===== config.mk =====
export PLATFORM = sky130hd
export DESIGN_NAME = lsma_core
export DESIGN_NICKNAME = d
export VERILOG_FILES = /design/src/core/lsma_pkg.sv /design/src/core/lsma_core.sv
export VERILOG_INCLUDE_DIRS = /design/src /design/src/core
export SDC_FILE = /design/constraint.sdc
export NUM_CORES = 1
export LEC_CHECK = 0
export ABC_AREA = 0
export BUFFER_PORTS_ARGS = -buffer_cell sky130_fd_sc_hd__buf_4
export CORE_AREA = 2 2 259 261
export CTS_CLUSTER_DIAMETER = 30
export DETAILED_ROUTE_END_ITERATION = 8
export DIE_AREA = 0 0 261 263
export PLACE_DENSITY = 0.65
export RECOVER_POWER = 25
export SYNTH_ARGS = -nofsm -noshare
export SYNTH_HDL_FRONTEND = slang
export SYNTH_SLANG_ARGS = --single-unit

===== constraint.sdc =====
create_clock -name sys_clk -period 3.58 [get_ports sys_clk]
set_input_delay 0.358 -clock sys_clk [delete_from_list [all_inputs] [get_ports sys_clk]]
set_output_delay 0.358 -clock sys_clk [all_outputs]
set_load 0.01 [all_outputs]

===== src/core/lsma_defines.svh =====
// Constants for the load/store memory access block.
`ifndef LSMA_DEFINES_SVH
`define LSMA_DEFINES_SVH
`define LSMA_SZ_BYTE 3'h0
`define LSMA_SZ_HALF 3'h1
`define LSMA_SZ_WORD 3'h3
`define LSMA_SZ_DOUBLE 3'h7
`define LSMA_UNMAP_LO 3'h4
`define LSMA_UNMAP_HI 3'h5
`define LSMA_CCA_UNCACHED 3'h2
`define LSMA_CCA_CACHED 3'h3
`define LSMA_FILL_BEATS 4'h4
`endif


===== src/core/lsma_pkg.sv =====
// Types shared by the load/store memory access block.
package lsma_pkg;
    typedef enum logic [2:0] {
        LSMA_OP_LOAD = 3'h0,
        LSMA_OP_STORE = 3'h1,
        LSMA_OP_COPROC_WORD_LOAD = 3'h2,
        LSMA_OP_COPROC_DOUBLE_LOAD = 3'h3,
        LSMA_OP_COPROC_WORD_STORE = 3'h4,
        LSMA_OP_COPROC_DOUBLE_STORE = 3'h5,
        LSMA_OP_COP_FN = 3'h6
    } lsma_op_t;
    typedef struct packed {
        lsma_op_t op;
        logic [31:0] virtual_addr;
        logic [2:0] access_size_code;
        logic fetch_or_data_sel;
        logic big_endian;
        logic [63:0] wdata;
        logic [1:0] coproc_unit;
        logic [4:0] coproc_reg_select;
        logic [24:0] cop_fun;
    } lsma_req_t;
    typedef struct packed {
        logic [31:0] phys_addr;
        logic [2:0] cache_coherency_attr;
        logic load_or_store_sel;
        logic fetch_or_data_sel;
    } lsma_xlat_t;
    typedef struct packed {
        logic [31:0] addr;
        logic [2:0] cache_coherency_attr;
        logic write;
        logic [7:0] byte_strobe;
        logic [63:0] memory_element;
    } lsma_mem_req_t;
    typedef struct packed {
        lsma_op_t op;
        logic [1:0] unit;
        logic [4:0] coproc_reg_select;
        logic [24:0] cop_fun;
        logic [63:0] data;
    } lsma_cop_t;
    typedef enum logic [2:0] {
        LSMA_ST_IDLE = 3'h0,
        LSMA_ST_XLAT = 3'h1,
        LSMA_ST_COPRD = 3'h2,
        LSMA_ST_MEM = 3'h3,
        LSMA_ST_DONE = 3'h4
    } lsma_state_t;
endpackage : lsma_pkg


===== src/core/lsma_core.sv =====
// Load/store access: translation, byte lane select, memory and coprocessors.
`timescale 1ns/1ps
`default_nettype none
`include "lsma_defines.svh"
module lsma_core #(
    parameter int ELEM_BYTES = 8
) (
    input wire logic sys_clk,
    input wire logic arst_n,
    input wire logic req_valid,
    output logic req_ready,
    input wire lsma_pkg::lsma_req_t req,
    output logic xlat_valid,
    output lsma_pkg::lsma_xlat_t xlat_req,
    input wire logic xlat_done,
    input wire logic xlat_hit,
    input wire logic xlat_permit,
    input wire logic [31:0] xlat_phys_addr,
    input wire logic [2:0] xlat_cca,
    output logic mem_valid,
    output lsma_pkg::lsma_mem_req_t mem_req,
    input wire logic mem_ready,
    input wire logic mem_rvalid,
    input wire logic cache_miss,
    input wire logic [63:0] mem_rdata,
    output logic fill_valid,
    output logic [31:0] fill_addr,
    output logic cop_valid,
    output lsma_pkg::lsma_cop_t cop_out,
    input wire logic cop_ready,
    input wire logic [63:0] cop_sdata,
    output logic done_valid,
    output logic [63:0] load_data,
    output logic [7:0] load_valid_bytes,
    output logic exc_valid
);
    localparam int AW = $clog2(ELEM_BYTES);

    lsma_pkg::lsma_state_t state_ff;
    lsma_pkg::lsma_req_t req_ff;
    lsma_pkg::lsma_xlat_t xl_ff;
    lsma_pkg::lsma_mem_req_t mem_ff;
    lsma_pkg::lsma_cop_t cop_ff;
    logic [63:0] load_data_ff;
    logic [7:0] lvb_ff;
    logic exc_ff;

    // Lane mask from size code and low address bits; lowest address names
    // the object, so lanes run upward from the offset, mirrored for big-endian.
    function automatic logic [7:0] lane_mask(input logic [2:0] sz,
                                             input logic [2:0] lo,
                                             input logic be);
        logic [7:0] m;
        logic [3:0] n;
        logic [2:0] off;
        m = 8'h00;
        n = {1'b0, sz} + 4'h1;
        off = (AW == 3) ? lo : {1'b0, lo[1:0]};
        for (int i = 0; i < 8; i++) begin
            if (i < ELEM_BYTES && 4'(i) >= {1'b0, off} &&
                4'(i) < {1'b0, off} + n) begin
                m[i] = 1'b1;
            end
        end
        // Big-endian mirrors byte lanes inside the element.
        if (be) begin
            logic [7:0] r;
            r = 8'h00;
            for (int i = 0; i < 8; i++) begin
                if (i < ELEM_BYTES) begin
                    r[ELEM_BYTES - 1 - i] = m[i];
                end
            end
            m = r;
        end
        return m;
    endfunction : lane_mask

    // Place or extract data so the addressed byte holds MSB (big) or LSB.
    function automatic logic [63:0] lane_shift(input logic [63:0] d,
                                               input logic [2:0] sz,
                                               input logic [2:0] lo,
                                               input logic be,
                                               input logic to_mem);
        logic [2:0] off;
        logic [5:0] sh;
        off = (AW == 3) ? lo : {1'b0, lo[1:0]};
        if (be) begin
            sh = 6'((ELEM_BYTES - 1 - int'(off) - int'(sz)) * 8);
        end else begin
            sh = 6'(int'(off) * 8);
        end
        return to_mem ? (d << sh) : (d >> sh);
    endfunction : lane_shift

    function automatic logic [63:0] store_src(input lsma_pkg::lsma_req_t r,
                                              input logic [63:0] cd);
        unique case (r.op)
            lsma_pkg::LSMA_OP_COPROC_WORD_STORE: return {32'h0, cd[31:0]};
            lsma_pkg::LSMA_OP_COPROC_DOUBLE_STORE: return cd;
            default: return r.wdata;
        endcase
    endfunction : store_src

    logic is_store;
    logic is_cop_st;
    logic unmapped;
    logic [7:0] strobe;
    logic [31:0] pa_now;
    logic [2:0] cca_now;
    // The element request is loaded on the edge that leaves translation,
    // so it must see the address being resolved now, not the stale copy.
    assign pa_now = state_ff != lsma_pkg::LSMA_ST_XLAT ? xl_ff.phys_addr :
                    unmapped ? {3'h0, req_ff.virtual_addr[28:0]} :
                    xlat_phys_addr;
    assign cca_now = state_ff != lsma_pkg::LSMA_ST_XLAT ?
                     xl_ff.cache_coherency_attr :
                     unmapped ? (req_ff.virtual_addr[29] ? `LSMA_CCA_UNCACHED
                                 : `LSMA_CCA_CACHED) : xlat_cca;
    assign is_store = req_ff.op inside {lsma_pkg::LSMA_OP_STORE,
                                         lsma_pkg::LSMA_OP_COPROC_WORD_STORE,
                                         lsma_pkg::LSMA_OP_COPROC_DOUBLE_STORE};
    assign is_cop_st = req_ff.op inside {lsma_pkg::LSMA_OP_COPROC_WORD_STORE,
                                          lsma_pkg::LSMA_OP_COPROC_DOUBLE_STORE};
    assign unmapped = req_ff.virtual_addr[31:29] == `LSMA_UNMAP_LO ||
                      req_ff.virtual_addr[31:29] == `LSMA_UNMAP_HI;
    assign strobe = lane_mask(req_ff.access_size_code,
                              pa_now[2:0], req_ff.big_endian);

    assign req_ready = state_ff == lsma_pkg::LSMA_ST_IDLE;
    assign xlat_valid = state_ff == lsma_pkg::LSMA_ST_XLAT && !unmapped &&
                        req_ff.op != lsma_pkg::LSMA_OP_COP_FN;
    assign xlat_req = xl_ff;
    assign mem_valid = state_ff == lsma_pkg::LSMA_ST_MEM;
    assign mem_req = mem_ff;
    assign cop_valid = state_ff == lsma_pkg::LSMA_ST_COPRD ||
                       (state_ff == lsma_pkg::LSMA_ST_DONE &&
                        cop_ff.op != lsma_pkg::LSMA_OP_LOAD);
    assign cop_out = cop_ff;
    assign done_valid = state_ff == lsma_pkg::LSMA_ST_DONE &&
                        (!cop_valid || cop_ready);
    assign load_data = load_data_ff;
    assign load_valid_bytes = lvb_ff;
    assign exc_valid = exc_ff;
    assign fill_valid = mem_valid && mem_rvalid && cache_miss &&
                        !mem_ff.write &&
                        mem_ff.cache_coherency_attr == `LSMA_CCA_CACHED;
    // Fill block is the whole aligned element at least.
    assign fill_addr = {mem_ff.addr[31:AW], AW'(0)};

    // One step at a time keeps each step's effects in program order.
    always_ff @(posedge sys_clk or negedge arst_n) begin
        if (!arst_n) begin
            state_ff <= lsma_pkg::LSMA_ST_IDLE;
        end else begin
            unique case (state_ff)
                lsma_pkg::LSMA_ST_IDLE: if (req_valid) begin
                    state_ff <= lsma_pkg::LSMA_ST_XLAT;
                end
                lsma_pkg::LSMA_ST_XLAT: begin
                    if (req_ff.op == lsma_pkg::LSMA_OP_COP_FN) begin
                        state_ff <= lsma_pkg::LSMA_ST_DONE;
                    end else if (unmapped) begin
                        state_ff <= is_cop_st ? lsma_pkg::LSMA_ST_COPRD
                                              : lsma_pkg::LSMA_ST_MEM;
                    end else if (xlat_done) begin
                        if (!xlat_hit || !xlat_permit) begin
                            state_ff <= lsma_pkg::LSMA_ST_DONE;
                        end else begin
                            state_ff <= is_cop_st ? lsma_pkg::LSMA_ST_COPRD
                                                  : lsma_pkg::LSMA_ST_MEM;
                        end
                    end
                end
                lsma_pkg::LSMA_ST_COPRD: if (cop_ready) begin
                    state_ff <= lsma_pkg::LSMA_ST_MEM;
                end
                lsma_pkg::LSMA_ST_MEM: begin
                    if (mem_ready && (mem_ff.write || mem_rvalid)) begin
                        state_ff <= lsma_pkg::LSMA_ST_DONE;
                    end
                end
                lsma_pkg::LSMA_ST_DONE: if (done_valid) begin
                    state_ff <= lsma_pkg::LSMA_ST_IDLE;
                end
                default: state_ff <= lsma_pkg::LSMA_ST_IDLE;
            endcase
        end
    end

    always_ff @(posedge sys_clk or negedge arst_n) begin
        if (!arst_n) begin
            req_ff <= '0;
            xl_ff <= '0;
        end else if (state_ff == lsma_pkg::LSMA_ST_IDLE && req_valid) begin
            req_ff <= req;
            xl_ff.phys_addr <= req.virtual_addr;
            xl_ff.cache_coherency_attr <= `LSMA_CCA_UNCACHED;
            xl_ff.fetch_or_data_sel <= req.fetch_or_data_sel;
            xl_ff.load_or_store_sel <= req.op inside {
                lsma_pkg::LSMA_OP_STORE, lsma_pkg::LSMA_OP_COPROC_WORD_STORE,
                lsma_pkg::LSMA_OP_COPROC_DOUBLE_STORE};
        end else if (state_ff == lsma_pkg::LSMA_ST_XLAT) begin
            if (unmapped) begin
                // Lowest segment bit (bit 29) picks cacheability, low bits map flat.
                xl_ff.phys_addr <= {3'h0, req_ff.virtual_addr[28:0]};
                xl_ff.cache_coherency_attr <= req_ff.virtual_addr[29] ?
                    `LSMA_CCA_UNCACHED : `LSMA_CCA_CACHED;
            end else if (xlat_done) begin
                xl_ff.phys_addr <= xlat_phys_addr;
                xl_ff.cache_coherency_attr <= xlat_cca;
            end
        end
    end

    always_ff @(posedge sys_clk or negedge arst_n) begin
        if (!arst_n) begin
            mem_ff <= '0;
        end else if (state_ff == lsma_pkg::LSMA_ST_COPRD ||
                     (state_ff == lsma_pkg::LSMA_ST_XLAT && !is_cop_st)) begin
            // Element address is aligned; lanes carry the offset.
            mem_ff.addr <= {pa_now[31:AW], AW'(0)};
            mem_ff.cache_coherency_attr <= cca_now;
            mem_ff.write <= is_store;
            mem_ff.byte_strobe <= strobe;
            // Unselected lanes are zeroed so stale data never leaks.
            for (int i = 0; i < 8; i++) begin
                mem_ff.memory_element[i*8 +: 8] <= strobe[i] ?
                    lane_shift(store_src(req_ff, cop_sdata),
                               req_ff.access_size_code,
                               pa_now[2:0], req_ff.big_endian,
                               1'b1)[i*8 +: 8] : 8'h00;
            end
        end
    end

    always_ff @(posedge sys_clk or negedge arst_n) begin
        if (!arst_n) begin
            load_data_ff <= '0;
            lvb_ff <= '0;
        end else if (state_ff == lsma_pkg::LSMA_ST_MEM && mem_rvalid &&
                     !mem_ff.write) begin
            lvb_ff <= mem_ff.byte_strobe;
            load_data_ff <= lane_shift(mem_rdata & {
                {8{mem_ff.byte_strobe[7]}}, {8{mem_ff.byte_strobe[6]}},
                {8{mem_ff.byte_strobe[5]}}, {8{mem_ff.byte_strobe[4]}},
                {8{mem_ff.byte_strobe[3]}}, {8{mem_ff.byte_strobe[2]}},
                {8{mem_ff.byte_strobe[1]}}, {8{mem_ff.byte_strobe[0]}}},
                req_ff.access_size_code, xl_ff.phys_addr[2:0],
                req_ff.big_endian, 1'b0);
        end
    end

    always_ff @(posedge sys_clk or negedge arst_n) begin
        if (!arst_n) begin
            exc_ff <= 1'b0;
        end else if (state_ff == lsma_pkg::LSMA_ST_XLAT && !unmapped &&
                     xlat_done) begin
            exc_ff <= !xlat_hit || !xlat_permit;
        end else if (state_ff == lsma_pkg::LSMA_ST_IDLE) begin
            exc_ff <= 1'b0;
        end
    end

    always_ff @(posedge sys_clk or negedge arst_n) begin
        if (!arst_n) begin
            cop_ff <= '0;
        end else if (state_ff == lsma_pkg::LSMA_ST_IDLE && req_valid) begin
            cop_ff <= '0;
            cop_ff.unit <= req.coproc_unit;
            cop_ff.coproc_reg_select <= req.coproc_reg_select;
            cop_ff.cop_fun <= req.cop_fun;
            cop_ff.op <= req.op == lsma_pkg::LSMA_OP_COP_FN ? req.op
                       : lsma_pkg::LSMA_OP_LOAD;
        end else if (state_ff == lsma_pkg::LSMA_ST_XLAT && is_cop_st) begin
            cop_ff.op <= req_ff.op;
        end else if (state_ff == lsma_pkg::LSMA_ST_COPRD && cop_ready) begin
            cop_ff.op <= lsma_pkg::LSMA_OP_LOAD;
        end else if (state_ff == lsma_pkg::LSMA_ST_MEM && mem_rvalid &&
                     !mem_ff.write && !exc_ff) begin
            if (req_ff.op == lsma_pkg::LSMA_OP_COPROC_WORD_LOAD) begin
                cop_ff.op <= req_ff.op;
                cop_ff.data <= {32'h0, lane_shift(mem_rdata,
                    `LSMA_SZ_WORD, xl_ff.phys_addr[2:0],
                    req_ff.big_endian, 1'b0)[31:0]};
            end else if (req_ff.op == lsma_pkg::LSMA_OP_COPROC_DOUBLE_LOAD) begin
                cop_ff.op <= req_ff.op;
                cop_ff.data <= mem_rdata;
            end
        end else if (state_ff == lsma_pkg::LSMA_ST_DONE && done_valid) begin
            cop_ff.op <= lsma_pkg::LSMA_OP_LOAD;
        end
    end
endmodule : lsma_core
`default_nettype wire


==> flow_summary.json <==
{
  "synth_warnings": 0,
  "worst_setup_path_end_kind": "register",
  "io_buffers": 657,
  "finClkSkew_ns": 0.0216,
  "power_frac_seq": 0.202,
  "regArea_um2": 10500,
  "num_vias": 24200,
  "dieArea_um2": 68600,
  "tightest_slew_ns": 2.93,
  "cp-start-kind": "register",
  "antenna_left": 0,
  "tritoncts": "built",
  "swShare": 0.442,
  "violations": "max-capacitance violations, max-slew violations",
  "cp.arrival_ns": 3.98,
  "fin_area_um2": 34800,
  "p_leak_uw": 0.0169,
  "mostFrequentLayoutCell": "buf_4",
  "period_share": 0.965,
  "async_flop_share": 1.00,
  "power.density_nw_per_um2": 1160,
  "fill_cells": 6000,
  "hpwl_um": 74000,
  "place_inst": 4001,
  "initial_core_util": 0.355,
  "synth_top_area_share": 0.451,
  "nNetsFinal": 3724,
  "synthCells": 2659,
  "dpl-instance-area_um2": 29200,
  "pwr-share-clk": 0.254,
  "peakVddDrop_v": 0.000721,
  "setup_viol": 0,
  "holdWs_ns": 0.0359,
  "rows": 94,
  "use_met2": 0.496,
  "cts_made_buffers": 108,
  "final_cell_count_no_fill": 4364,
  "fmax_mhz": 290,
  "layout_common_cells": "buf_4 (717), nand2_1 (642), dfrtp_1 (419)",
  "grt.busiest_layer": "met2",
  "grt_max_degree": 108,
  "p_switching_uw": 17900,
  "path_clk_slew_ns": 0.05,
  "hold_class": "in -> reg",
  "pwr-share-comb": 0.544,
  "yosysSeqAreaShare": 0.451,
  "syn_area_um2": 23300,
  "synth_area_leaders": "dfrtp_1 (45%), nand2_1 (10%), mux2i_1 (5.8%)",
  "overflow": 0,
  "finalHoldViolCount": 0,
  "place_congestion": 0.971,
  "cts-root-buf": "clkbuf_16",
  "grt_pass1_vias": 23700,
  "synth_edf_count": 0,
  "grt_pass1_wl_um": 153000,
  "rsz0062_at_grt": "true",
  "dr.pass1.iters": 6,
  "utilization": 0.531,
  "crit_path_max_fanout": 11,
  "avgRoutedWirePerCell_um": 23.9,
  "met3_usage": 0.0569,
  "synthFlopType": "dfrtp_1",
  "slew_headroom": -0.955,
  "ys_ff_latch": 420,
  "maxCapViolCount": 1,
  "setup.worst_path.class": "reg -> reg",
  "met1_usage": 0.362,
  "period_needed_ns": 3.45,
  "die_w_um": 261,
  "die_h_um": 263,
  "track_usage": 0.293,
  "synth.largest_area_cell": "dfrtp_1",
  "clk_latency_ns": 0.65,
  "multi_input_area_um2": 11800,
  "drc": 0,
  "crit_required_ns": 4.10,
  "areaGrowthSynthToFinish_pct": 49.5,
  "antenna_found_initial": 4,
  "totalWireLength_um": 104000,
  "cts_sinks": 420,
  "outcome": "complete, but fails checks",
  "maxSlewViolCount": 87,
  "io_pins": 664,
  "drive_gt1_frac": 0.303,
  "core_area_um2": 65600,
  "synth_area_per_cell_um2": 8.76,
  "cts_max_level": 3,
  "p_int_uw": 22600,
  "synth_cell_types": 72,
  "clk_path_buf_depth": 3,
  "vias_per_cell": 5.54,
  "drt_iter0_drc": 2315
}
## logic make-up (layout without fill, tap and decap cells)
group | count (synthesis) | count (layout) | share of synthesized area
compound gates | 708 | 708 | 0.198
xor+xnor | 10 | 10 | 0.00376
fa+ha+maj | 10 | 10 | 0.00634
buf+inv | 287 | 1119 | 0.0546
flops | 420 | 420 | 0.451
mux | 205 | 205 | 0.103
other cells | 1 | 10 | 0.000161
simple gates | 1018 | 1018 | 0.183
## registers in the layout, indices dropped and copies added (netlist names)
| name | count |
|---|---|
| exc_valid | 1 |
| load_valid_bytes | 8 |
| xlat_req | 37 |
| state_ff | 3 |
| req_ff | 103 |
| cop_out | 99 |
| fill_addr | 29 |
| load_data | 64 |
| mem_req | 76 |
## routing by layer
metal	share of wire	wire length, um	vias up
li1	-	-	10900
met1	0.39	40300	11800
met2	0.49	51400	1260
met3	0.080	8320	230
met4	0.042	4360	4
met5	0.00025	26	-
## repair_timing
action,4_1_cts,5_1_grt
endpoints found under the hold margin,262,0
gates resized for setup,0,22
buffers inserted,0,6
setup endpoints to repair,0,58
hold buffers,147,0
## per-stage QoR
stage               setup WS [ns]  TNS, ns  power (uW)
CTS                        0.0399        0       39500
global placement            0.173        0       28800
global route              -0.0516   -0.133       42700
detailed placement         0.0778        0       28900
finish                      0.126        0       40500
floorplan                   0.182        0       20700
## Yosys cell counts, types with 3 or more instances
library cell / instances
o2111ai_1: 4
o21ai_0: 202
a31oi_1: 20
a311oi_1: 16
o22ai_1: 18
mux2_1: 3
ha_1: 7
a211o_1: 8
a21oi_1: 174
xor2_1: 5
o31ai_1: 28
buf_4: 42
o21a_1: 9
clkbuf_1: 180
nand2b_1: 12
nand3_1: 87
a22o_1: 81
a22oi_1: 8
nor4_1: 3
o221ai_1: 8
nand3b_1: 5
nand4b_1: 3
mux2_2: 42
a221o_1: 8
dfrtp_1: 420
a211oi_1: 49
and3_1: 51
a32o_1: 24
inv_1: 21
buf_1: 18
fa_1: 3
mux4_2: 24
a31o_2: 3
nor2_1: 151
nand2_1: 647
mux2i_1: 136
nor2b_1: 6
and2_1: 3
buf_2: 24
nor3_1: 38
a21o_1: 7
o211ai_1: 21
xnor2_1: 5
## power by group through the flow
stage	Combinational (uW)	Sequential (uW)	Clock, uW
2_1_floorplan	12700	8030	0
3_3_place_gp	20600	8190	0
3_5_place_dp	20700	8210	0
4_1_cts	20900	8180	10400
5_1_grt	23600	8410	10700
6_report	22000	8200	10300
## final timing paths
path	start	endpoint	slack (ns)	cells after the start
setup / recovery	state_ff[1]$_DFFE_PN0P_	mem_req[59]$_DFFE_PN0P_	0.13	14
hold reg to reg	req_ff[121]$_DFFE_PN0P_	req_ff[121]$_DFFE_PN0P_	0.47	2
hold / removal	xlat_cca[2]	mem_req[75]$_DFFE_PN0P_	0.04	3
setup reg to reg	state_ff[1]$_DFFE_PN0P_	mem_req[59]$_DFFE_PN0P_	0.13	14
max in group asynchronous	arst_n	xlat_req[5]$_DFFE_PN0P_	0.43	2
min in group asynchronous	arst_n	cop_out[93]$_DFFE_PN0P_	1.21	2
## critical path, cell delays in order, from the launching register on
cell,delay [ns]
dfrtp_1,0.37
or3b_4,0.40
a211oi_2,0.25
or2_4,0.17
inv_1,0.04
ha_1,0.18
inv_1,0.07
fa_1,0.43
nand2_2,0.12
o311ai_4,0.20
buf_12,0.21
clkbuf_16,0.16
mux2i_2,0.16
a211o_1,0.33
a32o_1,0.25
## cell type report
type | instances | area share
repair buffers | 896 | 0.215
clock buffers | 130 | 0.0852
multi-input cells | 1957 | 0.338
well taps | 864 | 0.0310
clock inverters | 71 | 0.0270
diodes | 4 | 0.000287
inverters | 22 | 0.00237
flip-flops and latches | 420 | 0.302
Power figures use the tool's default switching activity.
